## config.mk

```make
export PLATFORM = sky130hd
export DESIGN_NAME = tcrr_reporter
export DESIGN_NICKNAME = d
export VERILOG_FILES = /design/src/rtl/tcrr_reporter.v
export VERILOG_INCLUDE_DIRS = /design/src /design/src/rtl
export SDC_FILE = /design/constraint.sdc
export NUM_CORES = 1
export LEC_CHECK = 0
export BUFFER_PORTS_ARGS = -buffer_cell sky130_fd_sc_hd__buf_2
export CORE_ASPECT_RATIO = 0.5
export CORE_UTILIZATION = 45
export DETAILED_ROUTE_END_ITERATION = 7
export GPL_ROUTABILITY_DRIVEN = 0
export PLACE_DENSITY = 0.77
export SYNTH_ARGS = -nofsm -noshare
export SYNTH_HDL_FRONTEND = slang
export SYNTH_SLANG_ARGS = --single-unit
```

## constraint.sdc

```tcl
create_clock -name clk_sys_i -period 4.3 [get_ports clk_sys_i]
set_input_delay 1.075 -clock clk_sys_i [delete_from_list [all_inputs] [get_ports clk_sys_i]]
set_output_delay 1.075 -clock clk_sys_i [all_outputs]
set_load 0.05 [all_outputs]
```

## src/rtl/tcrr_regs.vh

```
// constants for the telecommand response reporter
`ifndef TCRR_REGS_VH
`define TCRR_REGS_VH
// register offsets (byte addresses)
`define TCRR_ADR_CTRL 8'h00
`define TCRR_ADR_MODE 8'h04
`define TCRR_ADR_BEDS 8'h08
`define TCRR_ADR_DEVS 8'h0C
`define TCRR_ADR_IRQ_STAT 8'h10
`define TCRR_ADR_IRQ_MASK 8'h14
`define TCRR_ADR_COUNT 8'h18
// control fields and reset values
`define TCRR_CTRL_ACC_BIT 0
`define TCRR_CTRL_START_BIT 1
`define TCRR_CTRL_COMPL_BIT 2
`define TCRR_CTRL_RST 3'h7
`define TCRR_BEDS_RST 16'h0000
`define TCRR_DEVS_RST 8'h00
`define TCRR_MODE_RST 4'h0
// interrupt status bits
`define TCRR_IRQ_FAIL_BIT 0
`define TCRR_IRQ_DONE_BIT 1
`define TCRR_IRQ_MODE_BIT 2
// telecommand services and subtypes
`define TCRR_SVC_VERIFY 8'h01
`define TCRR_SVC_HK 8'h03
`define TCRR_SVC_EVENT 8'h05
`define TCRR_SVC_FUNC 8'h08
`define TCRR_SVC_TIME 8'h09
`define TCRR_SVC_FWD 8'h0E
`define TCRR_SVC_TEST 8'h11
`define TCRR_ST_ACCEPT 8'h01
`define TCRR_ST_FAIL 8'h02
`define TCRR_ST_START 8'h03
`define TCRR_ST_COMPL 8'h07
`define TCRR_ST_FUNC 8'h04
`define TCRR_ST_TIME_SET 8'h04
`define TCRR_ST_TIME_RATE 8'h05
`define TCRR_ST_TIME_REQ 8'h07
`define TCRR_ST_TIME_REP 8'h09
`define TCRR_ST_FWD_EN 8'h01
`define TCRR_ST_FWD_DIS 8'h02
`define TCRR_ST_FWD_REQ 8'h03
`define TCRR_ST_FWD_REP 8'h04
`define TCRR_ST_CONN_REQ 8'h01
`define TCRR_ST_CONN_REP 8'h02
`define TCRR_ST_EVT_MODE 8'h01
// function identifiers
`define TCRR_FID_BOOT 16'h00C8
`define TCRR_FID_INIT 16'h00D2
`define TCRR_FID_HMON 16'h00DC
`define TCRR_FID_HCHK 16'h00E6
`define TCRR_FID_REGEN 16'h00F0
`define TCRR_FID_STARTUP 16'h00FA
`define TCRR_FID_DEFROST 16'h0104
`define TCRR_FID_NORMAL 16'h010E
`define TCRR_FID_SHUTDOWN 16'h0118
`define TCRR_FID_BEDPOS 16'h012D
`define TCRR_FID_BEDRST 16'h0136
`define TCRR_FID_BEDSET 16'h0191
`define TCRR_FID_DEVSET 16'h01F5
`define TCRR_FID_STOP 16'h0258
// operating mode codes
`define TCRR_MODE_BOOT 4'h0
`define TCRR_MODE_INIT 4'h1
`define TCRR_MODE_HMON 4'h2
`define TCRR_MODE_HCHK 4'h3
`define TCRR_MODE_REGEN 4'h4
`define TCRR_MODE_STARTUP 4'h5
`define TCRR_MODE_DEFROST 4'h6
`define TCRR_MODE_NORMAL 4'h7
`define TCRR_MODE_SHUTDOWN 4'h8
// failure codes
`define TCRR_FAIL_ILLEGAL 16'h0005
`define TCRR_FAIL_UNKNOWN 16'h0001
`endif

```

## src/rtl/tcrr_reporter.v

```verilog
// telecommand response reporter with wishbone registers
`timescale 1ns/10ps
`default_nettype none
`include "tcrr_regs.vh"
module tcrr_reporter #(
  parameter BED_STATE_MAX = 8'h07,
  parameter DEV_COUNT = 4'h8
) (
  // clock and reset
  input wire clk_sys_i,
  input wire resetn_i,
  // telecommand input
  input wire cmd_valid_i,
  input wire [7:0] cmd_service_i,
  input wire [7:0] cmd_subtype_i,
  input wire [15:0] cmd_func_i,
  input wire [15:0] cmd_arg_i,
  input wire cmd_mode_ok_i,
  input wire cmd_exec_ok_i,
  output reg cmd_ready_o,
  // telemetry report output
  output reg rep_valid_o,
  output reg [7:0] rep_service_o,
  output reg [7:0] rep_subtype_o,
  output reg [15:0] rep_code_o,
  input wire rep_ready_i,
  // wishbone slave
  input wire wb_cyc_i,
  input wire wb_stb_i,
  input wire wb_we_i,
  input wire [7:0] wb_adr_i,
  input wire [3:0] wb_sel_i,
  input wire [31:0] wb_dat_i,
  output reg [31:0] wb_dat_o,
  output reg wb_ack_o,
  // interrupt
  output reg irq_o
);

  localparam S_IDLE = 2'h0;
  localparam S_SEND = 2'h1;
  localparam S_WAIT = 2'h2;

  localparam K_NONE = 3'h0;
  localparam K_MODE = 3'h1;
  localparam K_COMPL = 3'h2;
  localparam K_TIME = 3'h3;
  localparam K_FWD = 3'h4;
  localparam K_CONN = 3'h5;

  reg [1:0] state_q;
  reg [1:0] state_d;
  reg pend_fail_q;
  reg pend_acc_q;
  reg pend_start_q;
  reg pend_follow_q;
  reg [2:0] kind_q;
  reg [15:0] fail_code_q;
  reg [3:0] new_mode_q;
  reg [2:0] ctrl_q;
  reg [3:0] mode_q;
  reg [15:0] beds_q;
  reg [7:0] devs_q;
  reg [2:0] irq_stat_q;
  reg [2:0] irq_mask_q;
  reg [7:0] ok_cnt_q;
  reg [7:0] fail_cnt_q;

  // decode of the incoming telecommand
  reg known;
  reg is_mode;
  reg [3:0] dec_mode;
  reg param_ok;
  reg [2:0] dec_kind;
  reg is_func;
  always @*
  begin
    known = 1'b1;
    is_mode = 1'b0;
    dec_mode = `TCRR_MODE_BOOT;
    param_ok = cmd_exec_ok_i;
    dec_kind = K_NONE;
    is_func = (cmd_service_i == `TCRR_SVC_FUNC) &&
      (cmd_subtype_i == `TCRR_ST_FUNC);
    if (is_func)
    begin
      case (cmd_func_i)
        `TCRR_FID_BOOT: dec_mode = `TCRR_MODE_BOOT;
        `TCRR_FID_INIT: dec_mode = `TCRR_MODE_INIT;
        `TCRR_FID_HMON: dec_mode = `TCRR_MODE_HMON;
        `TCRR_FID_HCHK: dec_mode = `TCRR_MODE_HCHK;
        `TCRR_FID_REGEN: dec_mode = `TCRR_MODE_REGEN;
        `TCRR_FID_STARTUP: dec_mode = `TCRR_MODE_STARTUP;
        `TCRR_FID_DEFROST: dec_mode = `TCRR_MODE_DEFROST;
        `TCRR_FID_NORMAL: dec_mode = `TCRR_MODE_NORMAL;
        `TCRR_FID_SHUTDOWN: dec_mode = `TCRR_MODE_SHUTDOWN;
        default: dec_mode = `TCRR_MODE_BOOT;
      endcase
      case (cmd_func_i)
        `TCRR_FID_BOOT, `TCRR_FID_INIT, `TCRR_FID_HMON, `TCRR_FID_HCHK,
        `TCRR_FID_REGEN, `TCRR_FID_STARTUP, `TCRR_FID_DEFROST,
        `TCRR_FID_NORMAL, `TCRR_FID_SHUTDOWN:
        begin
          is_mode = 1'b1;
          dec_kind = K_MODE;
        end
        `TCRR_FID_BEDPOS: param_ok = cmd_exec_ok_i;
        `TCRR_FID_BEDRST: param_ok = 1'b1;
        `TCRR_FID_BEDSET:
          // bed index in arg[15:8] (0 lower, 1 upper), state in arg[7:0]
          param_ok = cmd_exec_ok_i && (cmd_arg_i[15:9] == 7'h00) &&
            (cmd_arg_i[7:0] <= BED_STATE_MAX);
        `TCRR_FID_DEVSET:
          // device index in arg[11:8], state in arg[0]
          param_ok = cmd_exec_ok_i && (cmd_arg_i[15:12] == 4'h0) &&
            (cmd_arg_i[11:8] < DEV_COUNT);
        `TCRR_FID_STOP: param_ok = cmd_exec_ok_i;
        default: known = 1'b0;
      endcase
    end
    else
    begin
      case ({cmd_service_i, cmd_subtype_i})
        {`TCRR_SVC_TIME, `TCRR_ST_TIME_SET},
        {`TCRR_SVC_TIME, `TCRR_ST_TIME_RATE},
        {`TCRR_SVC_FWD, `TCRR_ST_FWD_EN},
        {`TCRR_SVC_FWD, `TCRR_ST_FWD_DIS}: dec_kind = K_COMPL;
        {`TCRR_SVC_TIME, `TCRR_ST_TIME_REQ}: dec_kind = K_TIME;
        {`TCRR_SVC_FWD, `TCRR_ST_FWD_REQ}: dec_kind = K_FWD;
        {`TCRR_SVC_TEST, `TCRR_ST_CONN_REQ}: dec_kind = K_CONN;
        default: known = 1'b0;
      endcase
    end
  end

  // command pass or fail
  wire cmd_ok = known && cmd_mode_ok_i && param_ok;
  // taken only while ready shows, so never in the cycle after reset
  wire cmd_take = cmd_ready_o && cmd_valid_i;
  wire rep_done = rep_valid_o && rep_ready_i;
  wire any_pend = pend_fail_q | pend_acc_q | pend_start_q | pend_follow_q;

  // report sequencer
  always @*
  begin
    state_d = state_q;
    case (state_q)
      S_IDLE: if (cmd_take) state_d = S_SEND;
      S_SEND: state_d = any_pend ? S_WAIT : S_IDLE;
      S_WAIT: if (rep_done) state_d = S_SEND;
      default: state_d = S_IDLE;
    endcase
  end

  always @(posedge clk_sys_i)
  begin
    if (!resetn_i)
    begin
      state_q <= S_IDLE;
      pend_fail_q <= 1'b0;
      pend_acc_q <= 1'b0;
      pend_start_q <= 1'b0;
      pend_follow_q <= 1'b0;
      kind_q <= K_NONE;
      fail_code_q <= 16'h0000;
      new_mode_q <= `TCRR_MODE_RST;
      cmd_ready_o <= 1'b0;
      rep_valid_o <= 1'b0;
      rep_service_o <= 8'h00;
      rep_subtype_o <= 8'h00;
      rep_code_o <= 16'h0000;
    end
    else
    begin
      state_q <= state_d;
      cmd_ready_o <= (state_d == S_IDLE);
      if (cmd_take)
      begin
        kind_q <= dec_kind;
        new_mode_q <= dec_mode;
        // unknown commands carry their own failure code
        fail_code_q <= known ? `TCRR_FAIL_ILLEGAL : `TCRR_FAIL_UNKNOWN;
        // a failure suppresses every success and data report
        pend_fail_q <= !cmd_ok;
        pend_acc_q <= cmd_ok && ctrl_q[`TCRR_CTRL_ACC_BIT];
        pend_start_q <= cmd_ok && ctrl_q[`TCRR_CTRL_START_BIT];
        pend_follow_q <= cmd_ok && (dec_kind != K_NONE) &&
          ((dec_kind != K_COMPL) || ctrl_q[`TCRR_CTRL_COMPL_BIT]);
      end
      if (rep_done)
        rep_valid_o <= 1'b0;
      if (state_q == S_SEND)
      begin
        rep_valid_o <= any_pend;
        if (pend_fail_q)
        begin
          pend_fail_q <= 1'b0;
          rep_service_o <= `TCRR_SVC_VERIFY;
          rep_subtype_o <= `TCRR_ST_FAIL;
          rep_code_o <= fail_code_q;
        end
        else if (pend_acc_q)
        begin
          pend_acc_q <= 1'b0;
          rep_service_o <= `TCRR_SVC_VERIFY;
          rep_subtype_o <= `TCRR_ST_ACCEPT;
          rep_code_o <= 16'h0000;
        end
        else if (pend_start_q)
        begin
          pend_start_q <= 1'b0;
          rep_service_o <= `TCRR_SVC_VERIFY;
          rep_subtype_o <= `TCRR_ST_START;
          rep_code_o <= 16'h0000;
        end
        else if (pend_follow_q)
        begin
          pend_follow_q <= 1'b0;
          rep_code_o <= 16'h0000;
          case (kind_q)
            K_MODE:
            begin
              rep_service_o <= `TCRR_SVC_EVENT;
              rep_subtype_o <= `TCRR_ST_EVT_MODE;
              rep_code_o <= {12'h000, new_mode_q};
            end
            K_TIME:
            begin
              rep_service_o <= `TCRR_SVC_TIME;
              rep_subtype_o <= `TCRR_ST_TIME_REP;
            end
            K_FWD:
            begin
              rep_service_o <= `TCRR_SVC_FWD;
              rep_subtype_o <= `TCRR_ST_FWD_REP;
            end
            K_CONN:
            begin
              rep_service_o <= `TCRR_SVC_TEST;
              rep_subtype_o <= `TCRR_ST_CONN_REP;
            end
            default:
            begin
              rep_service_o <= `TCRR_SVC_VERIFY;
              rep_subtype_o <= `TCRR_ST_COMPL;
            end
          endcase
        end
      end
    end
  end

  // success side effects on housekeeping state
  wire take_ok = cmd_take && cmd_ok;
  wire take_fail = cmd_take && !cmd_ok;
  wire [3:0] dev_idx = cmd_arg_i[11:8];
  always @(posedge clk_sys_i)
  begin
    if (!resetn_i)
    begin
      mode_q <= `TCRR_MODE_RST;
      beds_q <= `TCRR_BEDS_RST;
      devs_q <= `TCRR_DEVS_RST;
    end
    else if (take_ok && is_func)
    begin
      if (is_mode)
        mode_q <= dec_mode;
      case (cmd_func_i)
        `TCRR_FID_BEDPOS: beds_q <= cmd_arg_i;
        `TCRR_FID_BEDRST: beds_q <= `TCRR_BEDS_RST;
        `TCRR_FID_BEDSET:
          if (cmd_arg_i[8])
            beds_q[15:8] <= cmd_arg_i[7:0];
          else
            beds_q[7:0] <= cmd_arg_i[7:0];
        `TCRR_FID_DEVSET: devs_q[dev_idx[2:0]] <= cmd_arg_i[0];
        default: beds_q <= beds_q;
      endcase
    end
  end

  // wishbone slave, one wait state, unmapped reads return zero
  wire wb_req = wb_cyc_i && wb_stb_i && !wb_ack_o;
  // writes land on the edge at which the master sees ack
  wire wb_wr = wb_cyc_i && wb_stb_i && wb_ack_o &&
    wb_we_i && wb_sel_i[0];
  wire stat_rd = wb_req && !wb_we_i && (wb_adr_i == `TCRR_ADR_IRQ_STAT);
  wire [2:0] irq_ev;
  assign irq_ev[`TCRR_IRQ_FAIL_BIT] = take_fail;
  assign irq_ev[`TCRR_IRQ_DONE_BIT] = take_ok;
  assign irq_ev[`TCRR_IRQ_MODE_BIT] = take_ok && is_mode;
  wire [2:0] irq_stat_d = (stat_rd ? 3'h0 : irq_stat_q) | irq_ev;

  always @(posedge clk_sys_i)
  begin
    if (!resetn_i)
    begin
      wb_ack_o <= 1'b0;
      wb_dat_o <= 32'h00000000;
      ctrl_q <= `TCRR_CTRL_RST;
      irq_stat_q <= 3'h0;
      irq_mask_q <= 3'h0;
      irq_o <= 1'b0;
      ok_cnt_q <= 8'h00;
      fail_cnt_q <= 8'h00;
    end
    else
    begin
      wb_ack_o <= wb_req;
      irq_stat_q <= irq_stat_d;
      irq_o <= |(irq_stat_d & irq_mask_q);
      if (take_ok)
        ok_cnt_q <= ok_cnt_q + 8'h01;
      if (take_fail)
        fail_cnt_q <= fail_cnt_q + 8'h01;
      if (wb_wr)
      begin
        case (wb_adr_i)
          `TCRR_ADR_CTRL: ctrl_q <= wb_dat_i[2:0];
          `TCRR_ADR_IRQ_MASK: irq_mask_q <= wb_dat_i[2:0];
          default: ctrl_q <= ctrl_q;
        endcase
      end
      if (wb_req)
      begin
        case (wb_adr_i)
          `TCRR_ADR_CTRL: wb_dat_o <= {29'h0, ctrl_q};
          `TCRR_ADR_MODE: wb_dat_o <= {28'h0, mode_q};
          `TCRR_ADR_BEDS: wb_dat_o <= {16'h0, beds_q};
          `TCRR_ADR_DEVS: wb_dat_o <= {24'h0, devs_q};
          `TCRR_ADR_IRQ_STAT: wb_dat_o <= {29'h0, irq_stat_q};
          `TCRR_ADR_IRQ_MASK: wb_dat_o <= {29'h0, irq_mask_q};
          `TCRR_ADR_COUNT: wb_dat_o <= {16'h0, fail_cnt_q, ok_cnt_q};
          default: wb_dat_o <= 32'h00000000;
        endcase
      end
    end
  end

endmodule // tcrr_reporter
`default_nettype wire

```

Yosys cells after proc, flatten, opt, wreduce, memory -nomap -nowiden
Cells that the tools add are included.

Add/subtract/negate cells: 2. Eq/ne operators: 38. Bitwise operators: 5. Reduce and logical (&&, ||, !) cells: 50. Muxes and demuxes: 60. Order comparisons: 4.

Operator list (number): $eq 16x9->1 const B (7); $pmux 16 s7 (1); $eq 16x12->1 const B (6); $eq 16x8->1 const B (6); $mux 8 (10); $mux 16 (4); $pmux 16 s3 (1); $pmux 4 s8 (1); $mux 1 (28); $logic_and 1x1->1 (25); $eq 8x4->1 const B (3); $eq 8x5->1 const B (3); $pmux 5 s4 (1); $add 8x1->8 const B (2); $eq 16x10->1 const B (1); $eq 16x13->1 const B (1); $eq 8x3->1 const B (2); $pmux 4 s4 (1); $reduce_or 14->1 (1); $pmux 3 s4 (1); $reduce_and 2->1 (5); $mux 3 (3); $reduce_or 9->1 (1); $bwmux 8 (1); 32 further kinds (44).

Register bits after elaboration: 150. Word-level logic and storage cells: 184.

Logic depth before layout (Yosys ltp)
Gate-level depths: netlist of the first run.

Word-level depth: 14. Mapped depth: 11.

Least setup slack after synthesis of the first run
Ideal clock, no wire load.

Path kind: input to register. From: in cmd_subtype_i[5]. To: reg fail_cnt_q[5]. Stages on the path: 9. Buffers on the path: 1. Path slack: 696 ps. Library setup time: 116 ps. Data arrival time: 3488 ps. Cell sequence: or4_4 -> or2_4 -> or3_1 -> o41a_1 -> o21a_1 -> nand2_2 -> buf_2 -> a21oi_1 -> a31o_2.

Longest elaborated chain between the ends: 8.

RTL lines: start: declaration (line tcrr_reporter.v:15) `input wire [7:0] cmd_subtype_i,`; $eq 16x13->1 or $eq 16x12->1 (tied branches) (line tcrr_reporter.v:123) `case ({cmd_service_i, cmd_subtype_i})`; $reduce_or 7->1 (no line); $mux 1 (line tcrr_reporter.v:123); $mux 1 (line tcrr_reporter.v:85) `if (is_func)`; $logic_and 1x1->1 (line tcrr_reporter.v:137) `wire cmd_ok = known && cmd_mode_ok_i && param_ok;`; $logic_and 1x1->1 * (line tcrr_reporter.v:137); $logic_not 1->1 * (line tcrr_reporter.v:255) `wire take_fail = cmd_take && !cmd_ok;`; $logic_and 1x1->1 * (line tcrr_reporter.v:255); end signal: assignment (line tcrr_reporter.v:316) `fail_cnt_q <= fail_cnt_q + 8'h01;`; end: declaration (line tcrr_reporter.v:67) `reg [7:0] fail_cnt_q;`.

Mark *: on every way between the ends. The rest lies on a longest branch, timed or not. A chain may end at the register's enable or synchronous reset.

Worst setup path in the final report of the first run
From: in cmd_subtype_i[5]. To: reg irq_o.

Longest elaborated chain between the ends: 11.

RTL lines: $eq 16x13->1 or $eq 16x12->1 (tied branches) (line tcrr_reporter.v:123); $reduce_or 7->1 (no line); $mux 1 (line tcrr_reporter.v:123); $mux 1 (line tcrr_reporter.v:85); $logic_and 1x1->1 (2 in series) (line tcrr_reporter.v:137); $logic_not 1->1 or $logic_and 1x1->1 (tied branches) (line tcrr_reporter.v:255, tcrr_reporter.v:254); $logic_and 1x1->1, on equally long branches (line tcrr_reporter.v:255, tcrr_reporter.v:292); $or 3x3->3 * (line tcrr_reporter.v:293) `wire [2:0] irq_stat_d = (stat_rd ? 3'h0 : irq_stat_q) | irq_ev;`; $and 3x3->3 * (line tcrr_reporter.v:312) `irq_o <= |(irq_stat_d & irq_mask_q);`; $reduce_or 3->1 * (line tcrr_reporter.v:312); end signal: assignment (line tcrr_reporter.v:312); end: declaration (line tcrr_reporter.v:37) `output reg irq_o`.

Marked as above.

==> flow_summary_export.csv, run 1 <==
group,metric,value,unit
logic_synthesis,yosysSeqAreaShare,35.43,%
timing,fin_crit,3.673,ns
logic_synthesis,synth_edf_count,0,
clocking,postCtsSetupBuffers,0,
critical_path,critPathMaxStageDelay,0.56,ns
global_route,grt_max_degree,37,
finish,layout.nets,886,
logic_synthesis,synth_common_cells,"dfxtp_1, nor2_1, nand2_1, a21oi_1, buf_4",
floorplanning,dieHeight,81.63,um
status,outcome,"finished clean",
hold_path,hp-class,"reg2reg",
floorplanning,io_pins,169,
critical_path,crit_chain,"buf_2 > or4_4 > or2_4 > or3_1 > o41a_1 > o21a_1 > nand2_2 > buf_4 > nand4_1 > o221ai_1",
timing,worst_slack,0.6266,ns
timing,clock_skew,0.007057,ns
routing,vias_per_cell,5.830,
place,portBuffers,101,
global_route,grt_pass1_vias,4678,
routing,wirelength,15300,um
logic_synthesis,synth_seq_cells,101,
logic_synthesis,synthesis.area,0.005707,mm2
routing,first_pass_iters,6,
global_route,antenna_found_initial,0,
floorplanning,start_util,47.22,%
critical_path,cp_max_fo,25,
power_and_ir_drop,p_leak,2.426,nW
timing,setup_viol,0,
timing,fin_tns_setup,0,ns
clocking,cts_hold_buffers,0,
critical_path,critPathCaptureType,"flip-flop",
timing,fin_crit_sh,85.43,%
critical_path,crit_buf_inv,2,
critical_path,crit_type,"in2reg",
clocking,clock_latency,0.35,ns
timing,worst_slew_pin_slew,0.8324,ns
finish,drive_above_1_share,19.92,%
floorplanning,core,0.01209,mm2
flow_run,cap_viol_max_count,0,
critical_path,r2r-end,"devs_q[4]",
routing,first_iter_violations,608,
floorplanning,die_area,0.01316,mm2
critical_path,critical_path_required,4.55,ns
clocking,cts_buffers,9,
finish,antenna_cells,0,
logic_synthesis,synthFlopType,"dfxtp_1",
place,preCtsSetupSlack,0.2959,ns
clocking,cts_buffer_depth,2,
logic_synthesis,yosys_warnings,0,
logic_synthesis,synth_cell_type_count,76,
logic_synthesis,synthTopCellsByArea,"dfxtp_1, nor2_1, buf_4",
logic_synthesis,synth_top_area_share,35.43,%
logic_synthesis,yosysTopAreaCell,"dfxtp_1",
critical_path,worst_path_max_delay_cell,"or4_4",
clocking,cts.clk_slew.worst_paths,0.07,ns
routing,vias,5556,
hold_path,hold_path.startpoint,"rep_code_o[3]",
global_route,grtUsageTotal,23.29,%
logic_synthesis,syn_inst,699,
clocking,cts_root_buffer,"clkbuf_16",
clocking,cts-htree-levels,3,
critical_path,critical_path.top_delay_family,"simple AND/OR/NAND/NOR gates",
hold_path,min_delay_path_depth,2,
clocking,post_cts_resized,0,
place,dp_hpwl,11380,um
critical_path,path_depth,10,
timing,rsz0062_at_grt,"false",
critical_path,critPathLaunchType,"input pin",
global_route,grt_pass1_wl,24170,um
global_route,gr-total-overflow,0,
routing,wl_per_cell,16.06,um
logic_synthesis,synth.most_common_cell,"dfxtp_1",
timing,relSlewSlack,44.51,%
power_and_ir_drop,p_per_area,319.0,mW/mm2
critical_path,worstRegToRegCells,5,
clocking,cts.sinks,101,
floorplanning,fp.dieW,161.3,um
timing,report.final.slew_viol_count,0,
critical_path,cp_data_arrival_time,3.92,ns
power_and_ir_drop,ir_drop,0.1957,mV
finish,synthToLayoutAreaGrowth,14.19,%
critical_path,r2r_setup_slack,2.23,ns
floorplanning,rows,28,
critical_path,crit-reg2reg-launch,"cmd_ready_o",
timing,timing.fmax,0.2722,GHz
hold_path,whs_endpoint,"rep_code_o[3]",
clocking,cts_tree,"built",
timing,hold_viol,0,
routing,antenna_left,0,
routing,drcViolationCount,0,
logic_synthesis,async_reset_ff_share,0,%
logic_synthesis,syn-mean-instance-area,8.164,um2
kinds of logic (layout without fill, tap and decap cells):
logic type | Yosys count | after routing | share of synthesized area, %
compound gates | 163 | 163 | 20.74
simple gates | 320 | 320 | 29.36
fa+ha+maj | 2 | 2 | 0.4384
flops | 101 | 101 | 35.43
xor+xnor | 6 | 6 | 0.9208
other cells | 1 | 35 | 0.06571
mux | 22 | 22 | 4.538
buf+inv | 84 | 139 | 8.507
placed cells by master (no fill, tap or decap), types with 6 or more instances in the layout:
master,count
nand2_1,61
buf_2,101
a21oi_1,59
o21ai_0,9
nor4_1,11
nand3b_1,12
o41ai_1,6
nand2b_1,23
inv_1,8
conb_1,35
and3_1,11
buf_4,13
nor2b_1,10
clkbuf_16,9
nor2_1,93
and2_1,6
nand3_1,24
a211oi_1,10
nor3_1,22
mux2i_1,18
dfxtp_1,101
nand4_1,11
xnor2_1,6
a22oi_1,24
sequential cells by signal, summed over array words and instances (netlist names), 2 cells and up:
name,count
new_mode_q,4
rep_service_o,5
fail_code_q,2
irq_stat_q,3
rep_code_o,4
mode_q,4
state_q,2
beds_q,16
devs_q,8
irq_mask_q,3
ok_cnt_q,8
wb_dat_o,16
fail_cnt_q,8
kind_q,3
ctrl_q,3
rep_subtype_o,4
stage by stage:
stage                     total power [mW]  utilization [%]  cell area (um2)  hold WS (ns)  instances
after floorplan                      1.164                -             5834        0.4287        733
after global placement               1.202            51.23             6192        0.4388        937
after detailed placement             1.207            51.23             6192        0.4445        937
after CTS                            2.073            53.91             6516        0.4538        953
after global routing                 2.143            53.91             6516        0.4797        953
final                                2.078            53.91             6516        0.4497        953
area by class of cell:
class | count | area (um2)
Multi-Input combinational cell | 548 | 3327
Sequential cell | 101 | 2022
Timing Repair Buffer | 114 | 603.1
Fill cell | 1123 | 5570
Tap cell | 165 | 206.4
Clock buffer | 11 | 242.7
Clock inverter | 5 | 81.33
Inverter | 9 | 33.78
worst min-delay path: cells and delay by family (launching register included):
kind	cells	cell delay [ns]
AO/OA/AOI/OAI	1	0.05
AND/OR/NAND/NOR	1	0.05
flip-flops	1	0.31
power by group:
group / total (mW) / leakage, nW / switching, mW / internal (mW)
registers: 0.953 / 0.815 / 0.00982 / 0.943
clock network: 0.888 / 0.156 / 0.361 / 0.527
logic: 0.237 / 1.45 / 0.178 / 0.0590
worst max path at each step:
| stage | endpoint | start |
|---|---|---|
| after floorplan | fail_cnt_q[5] | cmd_subtype_i[5] |
| after global placement | irq_o | cmd_subtype_i[5] |
| after detailed placement | irq_stat_q[0] | cmd_subtype_i[5] |
| after CTS | irq_o | cmd_subtype_i[5] |
| after global routing | irq_o | cmd_subtype_i[5] |
| final | irq_o | cmd_subtype_i[5] |
per-layer routing:
layer	up-vias	share of wire (%)	track usage [%]
met5	-	0	0
met4	0	0.83	4.528
met3	11	10	4.697
met2	282	42	34.22
met1	2599	47	34.83
li1	2664	-	-
Power figures use the tool's default switching activity.
==> run 2, diff against run 1 <==
--- a/config.mk
+++ b/config.mk
@@ -7,7 +7,6 @@
 export NUM_CORES = 1
 export LEC_CHECK = 0
 export BUFFER_PORTS_ARGS = -buffer_cell sky130_fd_sc_hd__buf_2
-export CORE_ASPECT_RATIO = 0.5
 export CORE_UTILIZATION = 45
 export DETAILED_ROUTE_END_ITERATION = 7
 export GPL_ROUTABILITY_DRIVEN = 0
==> run 2 against run 1 <==
Compared with the run above:
- global-route usage is 2.1 points lower
- via count is 3.5% lower
- fmax is 1.2% lower
- first-iteration DRC count is 21% lower
- critical path depth is 1 lower
- sequential share of layout area is 0.054 points higher
- worst setup slack worse by 0.044 ns
- hold slack better by 0.0058 ns
- total power is 0.89% higher
- register-to-register slack worse by 0.15 ns
- critical endpoint is now devs_q[0]
- largest power group unchanged
==> flow_summary_export.csv, run 2 (synthesized netlist as in run 1, its figures left out) <==
group,metric,value,unit
global_route,gr-total-overflow,0,
critical_path,crit_chain,"buf_2 > or4_4 > or4_4 > a21oi_1 > nor3_1 > a32oi_1 > nand2_2 > nor4_1 > mux2i_1",
timing,hold_viol,0,
global_route,grt_pass1_vias,4549,
power_and_ir_drop,ir_drop,0.2002,mV
global_route,grt_max_degree,41,
routing,wl_per_cell,14.73,um
hold_path,hp-class,"reg2reg",
critical_path,critical_path.top_delay_family,"simple AND/OR/NAND/NOR gates",
timing,fin_crit_sh,86.44,%
finish,drive_above_1_share,19.64,%
power_and_ir_drop,p_total,2.097,mW
place,portBuffers,101,
floorplanning,rows,40,
critical_path,critPathCaptureType,"flip-flop",
finish,layout.nets,882,
floorplanning,start_util,46.92,%
routing,vias_per_cell,5.632,
timing,worst_slew_pin_slew,0.8137,ns
routing,vias,5362,
finish,final_cell_mix,"dfxtp_1, buf_2, nor2_1",
clocking,cts_buffers,9,
timing,fin_tns_setup,0,ns
routing,first_iter_violations,482,
critical_path,worst_path_max_delay_cell,"or4_4",
critical_path,critical_path_required,4.56,ns
floorplanning,die_area,0.01314,mm2
critical_path,crit_type,"in2reg",
routing,wirelength,14020,um
timing,timing.fmax,0.2690,GHz
clocking,cts_hold_buffers,0,
floorplanning,dieHeight,114.6,um
timing,relSlewSlack,45.75,%
critical_path,critPathMaxStageDelay,0.53,ns
clocking,post_cts_resized,0,
critical_path,critPathLaunchType,"input pin",
clocking,cts_tree,"built",
status,outcome,"finished clean",
critical_path,cp_max_fo,27,
global_route,antenna_found_initial,0,
clocking,cts_buffer_depth,2,
floorplanning,core,0.01216,mm2
finish,reg.largest.list,"beds_q (16), wb_dat_o (16)",
timing,report.final.slew_viol_count,0,
global_route,grtUsageTotal,21.15,%
clocking,cts.sinks,101,
timing,setup_viol,0,
timing,rsz0062_at_grt,"false",
power_and_ir_drop,p_leak,2.420,nW
finish,synthToLayoutAreaGrowth,13.99,%
finish,antenna_cells,0,
clocking,cts_root_buffer,"clkbuf_16",
critical_path,crit_buf_inv,1,
timing,fin_crit,3.717,ns
critical_path,cp_data_arrival_time,3.98,ns
clocking,clock_latency,0.34,ns
floorplanning,fp.dieW,114.6,um
flow_run,cap_viol_max_count,0,
clocking,postCtsSetupBuffers,0,
critical_path,critPathMostFrequentCell,"or4_4",
routing,antenna_left,0,
timing,clock_skew,0.006585,ns
power_and_ir_drop,p_per_area,322.3,mW/mm2
place,dp_hpwl,10350,um
clocking,cts-htree-levels,3,
routing,drcViolationCount,0,
routing,first_pass_iters,8,
global_route,grt_pass1_wl,22360,um
clocking,cts.clk_slew.worst_paths,0.07,ns
floorplanning,io_pins,169,
## run 2: layout make-up
| class | count | area, um2 |
|---|---|---|
| Fill cell | 1181 | 5657 |
| Multi-Input combinational cell | 548 | 3327 |
| Timing Repair Buffer | 110 | 573.1 |
| Inverter | 9 | 33.78 |
| Clock buffer | 9 | 225.2 |
| Sequential cell | 101 | 2022 |
| Tap cell | 168 | 210.2 |
| Clock inverter | 7 | 113.9 |
## run 2: through the flow
step                cell area [um2]  hold WS, ns  setup slack (ns)  util [%]  std cells
floorplan                      5834       0.4287            0.6957         -        733
global placement               6166       0.4390            0.3212     50.70        936
detailed placement             6166       0.4473            0.2594     50.70        936
CTS                            6505       0.4564            0.6170     53.49        952
global route                   6505       0.4844            0.3472     53.49        952
finish                         6505       0.4554            0.5829     53.49        952
## run 2: worst paths after layout
path | cells after the start | slack, ns | endpoint | startpoint
max | 9 | 0.58 | devs_q[0] | cmd_func_i[11]
min | 2 | 0.46 | rep_code_o[1] | rep_code_o[1]
max reg2reg | 7 | 2.08 | irq_o | wb_ack_o
min reg2reg | 2 | 0.46 | rep_code_o[1] | rep_code_o[1]
## run 2: power by group
part / total (mW) / internal [mW] / switching (mW) / leakage (nW)
sequential: 0.953 / 0.943 / 0.00940 / 0.815
combinational: 0.234 / 0.0584 / 0.175 / 1.44
clock: 0.911 / 0.566 / 0.344 / 0.169
total: 2.10 / 1.57 / 0.529 / 2.42
## run 2: worst min-delay path: stages, from the launching register on
cell and delay (ns):
dfxtp_1 0.31, nand2_1 0.05, a21oi_1 0.05
## run 2: routing by layer
metal	global-route usage [%]	vias up	part of all wire [%]	wire length, um
li1	-	2659	-	-
met5	0	-	0	0
met2	33.29	191	45	6350
met3	2.859	14	5.9	829
met4	5.714	0	1.2	172
met1	30.26	2498	48	6669
==> run 3, diff against run 2 <==
--- a/config.mk
+++ b/config.mk
@@ -7,10 +7,10 @@
 export NUM_CORES = 1
 export LEC_CHECK = 0
 export BUFFER_PORTS_ARGS = -buffer_cell sky130_fd_sc_hd__buf_2
-export CORE_UTILIZATION = 45
+export CORE_UTILIZATION = 30
 export DETAILED_ROUTE_END_ITERATION = 7
 export GPL_ROUTABILITY_DRIVEN = 0
-export PLACE_DENSITY = 0.77
+export PLACE_DENSITY = 0.57
 export SYNTH_ARGS = -nofsm -noshare
 export SYNTH_HDL_FRONTEND = slang
 export SYNTH_SLANG_ARGS = --single-unit
==> run 3 against run 2 <==
Compared with the run above:
- count of clock-buffer cells in the layout unchanged
- via count is 2.1% lower
- register-to-register slack better by 0.23 ns
- the run now ends with DRC left
- highest routed layer is now met5
- total power decreased by 0.26%
- final cell count is 7.5% higher
- largest power group unchanged
- flip-flop and latch count unchanged
==> flow_summary_export.csv, run 3 (synthesized netlist as in run 1, its figures left out) <==
group,metric,value,unit
power_and_ir_drop,power.share.sequential,45.5,%
finish,final_cell_mix,"dfxtp_1, buf_2, nor2_1",
power_and_ir_drop,ir_drop,0.2015,mV
critical_path,r2r_setup_slack,2.31,ns
clocking,cts-htree-levels,3,
power_and_ir_drop,clock_power_share,43.2,%
timing,setup_viol,0,
clocking,post_cts_resized,0,
timing,relSlewSlack,47.72,%
finish,synthToLayoutAreaGrowth,16.07,%
place,portBuffers,101,
routing,vias_per_cell,5.131,
power_and_ir_drop,power_frac_comb,11.2,%
floorplanning,die_area,0.01958,mm2
timing,fin_crit,3.538,ns
clocking,clock_latency,0.35,ns
clocking,cts_hold_buffers,0,
flow_run,cap_viol_max_count,0,
global_route,grt_pass1_wl,24660,um
critical_path,r2r-end,"devs_q[2]",
status,violations,"DRC",
timing,fin_tns_setup,0,ns
clocking,postCtsSetupBuffers,0,
critical_path,crit_buf_inv,1,
critical_path,cp_max_fo,5,
routing,wl_per_cell,14.85,um
routing,first_pass_iters,7,
hold_path,whs_endpoint,"rep_code_o[1]",
global_route,grt_max_degree,37,
hold_path,min_delay_path_depth,2,
timing,worst_slew_pin_slew,0.7842,ns
power_and_ir_drop,p_leak,2.434,nW
critical_path,critPathMaxStageDelay,0.55,ns
clocking,cts.clk_slew.worst_paths,0.08,ns
clocking,cts.sinks,101,
place,preCtsSetupSlack,0.4019,ns
critical_path,crit-reg2reg-launch,"cmd_ready_o",
critical_path,worstRegToRegCells,6,
critical_path,critical_path_required,4.55,ns
power_and_ir_drop,power.switching,0.5700,mW
clocking,cts_tree,"built",
global_route,grt_pass1_vias,4662,
timing,fin_crit_sh,82.29,%
routing,antenna_left,0,
global_route,grtUsageTotal,15.59,%
critical_path,cp_data_arrival_time,3.79,ns
critical_path,worst_path_max_delay_cell,"or4_4",
power_and_ir_drop,p_sw_share,27.26,%
floorplanning,core,0.01871,mm2
finish,drive_above_1_share,20.05,%
place,dp_hpwl,11540,um
finish,layout.nets,886,
routing,wirelength,15190,um
global_route,gr-total-overflow,0,
timing,clock_skew,0.01044,ns
global_route,antenna_found_initial,3,
timing,rsz0062_at_grt,"false",
critical_path,crit_chain,"buf_2 > or4_4 > nor3_1 > a32oi_1 > o221ai_1 > o32ai_2 > nor4_2 > a21oi_1 > o21a_1",
timing,hold_viol,0,
routing,first_iter_violations,364,
critical_path,crit_type,"in2reg",
clocking,cts_root_buffer,"clkbuf_16",
floorplanning,rows,50,
hold_path,hold_path.startpoint,"rep_code_o[1]",
power_and_ir_drop,p_int,1.521,mW
floorplanning,fp.dieW,139.9,um
timing,timing.fmax,0.2826,GHz
routing,vias,5249,
critical_path,critPathCaptureType,"flip-flop",
finish,reg.largest.list,"beds_q (16), wb_dat_o (16)",
timing,report.final.slew_viol_count,0,
status,outcome,"complete, but fails checks",
power_and_ir_drop,p_per_area,315.7,mW/mm2
hold_path,hp-class,"reg2reg",
floorplanning,start_util,30.51,%
clocking,cts_buffer_depth,2,
timing,worst_slack,0.7616,ns
floorplanning,dieHeight,139.9,um
clocking,cts_buffers,9,
floorplanning,io_pins,169,
critical_path,critical_path.top_delay_family,"simple AND/OR/NAND/NOR gates",
routing,drcViolationCount,1,
critical_path,critPathLaunchType,"input pin",
[run 3: cell count changes in the layout (fill, tap and decap cells not counted)]
cell,change
buf_4,+3
clkinv_2,-3
inv_6,+2
buf_12,+1
bufinv_16,-1
clkinvlp_4,+1
diode_2,+1
inv_8,+1
[run 3: metal layers]
layer / GRT usage (%) / share of wire [%] / vias to the layer above
met1: 22.63 / 49 / 2406
li1: - / - / 2664
met5: 0 / 0.066 / -
met4: 4.743 / 1.5 / 2
met3: 2.974 / 5.1 / 17
met2: 23.13 / 44 / 160
[run 3: cell type report]
type	instances	area [um2]
Tap cell	234	292.8
Timing Repair Buffer	114	615.6
Clock buffer	9	225.2
Sequential cell	101	2022
Clock inverter	7	105.1
Inverter	9	33.78
Antenna cell	1	2.502
Multi-Input combinational cell	548	3327
Fill cell	1940	12080
[run 3: power by group through the flow]
stage / Clock (mW) / Sequential, mW / Combinational, mW
2_1_floorplan: 0 / 0.978 / 0.185
3_3_place_gp: 0 / 0.974 / 0.233
3_5_place_dp: 0 / 0.974 / 0.234
4_1_cts: 0.919 / 0.952 / 0.235
5_1_grt: 0.964 / 0.954 / 0.254
6_report: 0.904 / 0.952 / 0.235
[run 3: through the flow]
step	instances	cell area (um2)	power (mW)	hold slack, ns	utilization [%]
after global placement	1006	6291	1.207	0.4405	33.63
after detailed placement	1006	6291	1.209	0.4441	33.63
after global routing	1023	6624	2.173	0.4783	35.41
final	1023	6624	2.091	0.4526	35.41
after CTS	1022	6621	2.106	0.4550	35.40
after floorplan	733	5834	1.164	0.4287	-
[run 3: how the worst max path moves through the flow]
stage	start	endpoint	slack, ns	cells past startpoint
2_1_floorplan	cmd_subtype_i[5]	fail_cnt_q[5]	0.70	9
3_3_place_gp	cmd_func_i[11]	ok_cnt_q[6]	0.41	9
3_5_place_dp	cmd_func_i[11]	ok_cnt_q[6]	0.40	9
4_1_cts	cmd_subtype_i[5]	fail_cnt_q[3]	0.78	9
5_1_grt	cmd_subtype_i[5]	ok_cnt_q[4]	0.56	9
6_report	cmd_subtype_i[5]	ok_cnt_q[4]	0.76	9
[run 3: worst register-to-register path, stage by stage, from the launching register on]
cell	delay, ns
dfxtp_1	0.35
nand2_1	0.23
buf_4	0.28
nor2_1	0.20
nand3_1	0.27
o311ai_0	0.41
o41ai_1	0.13
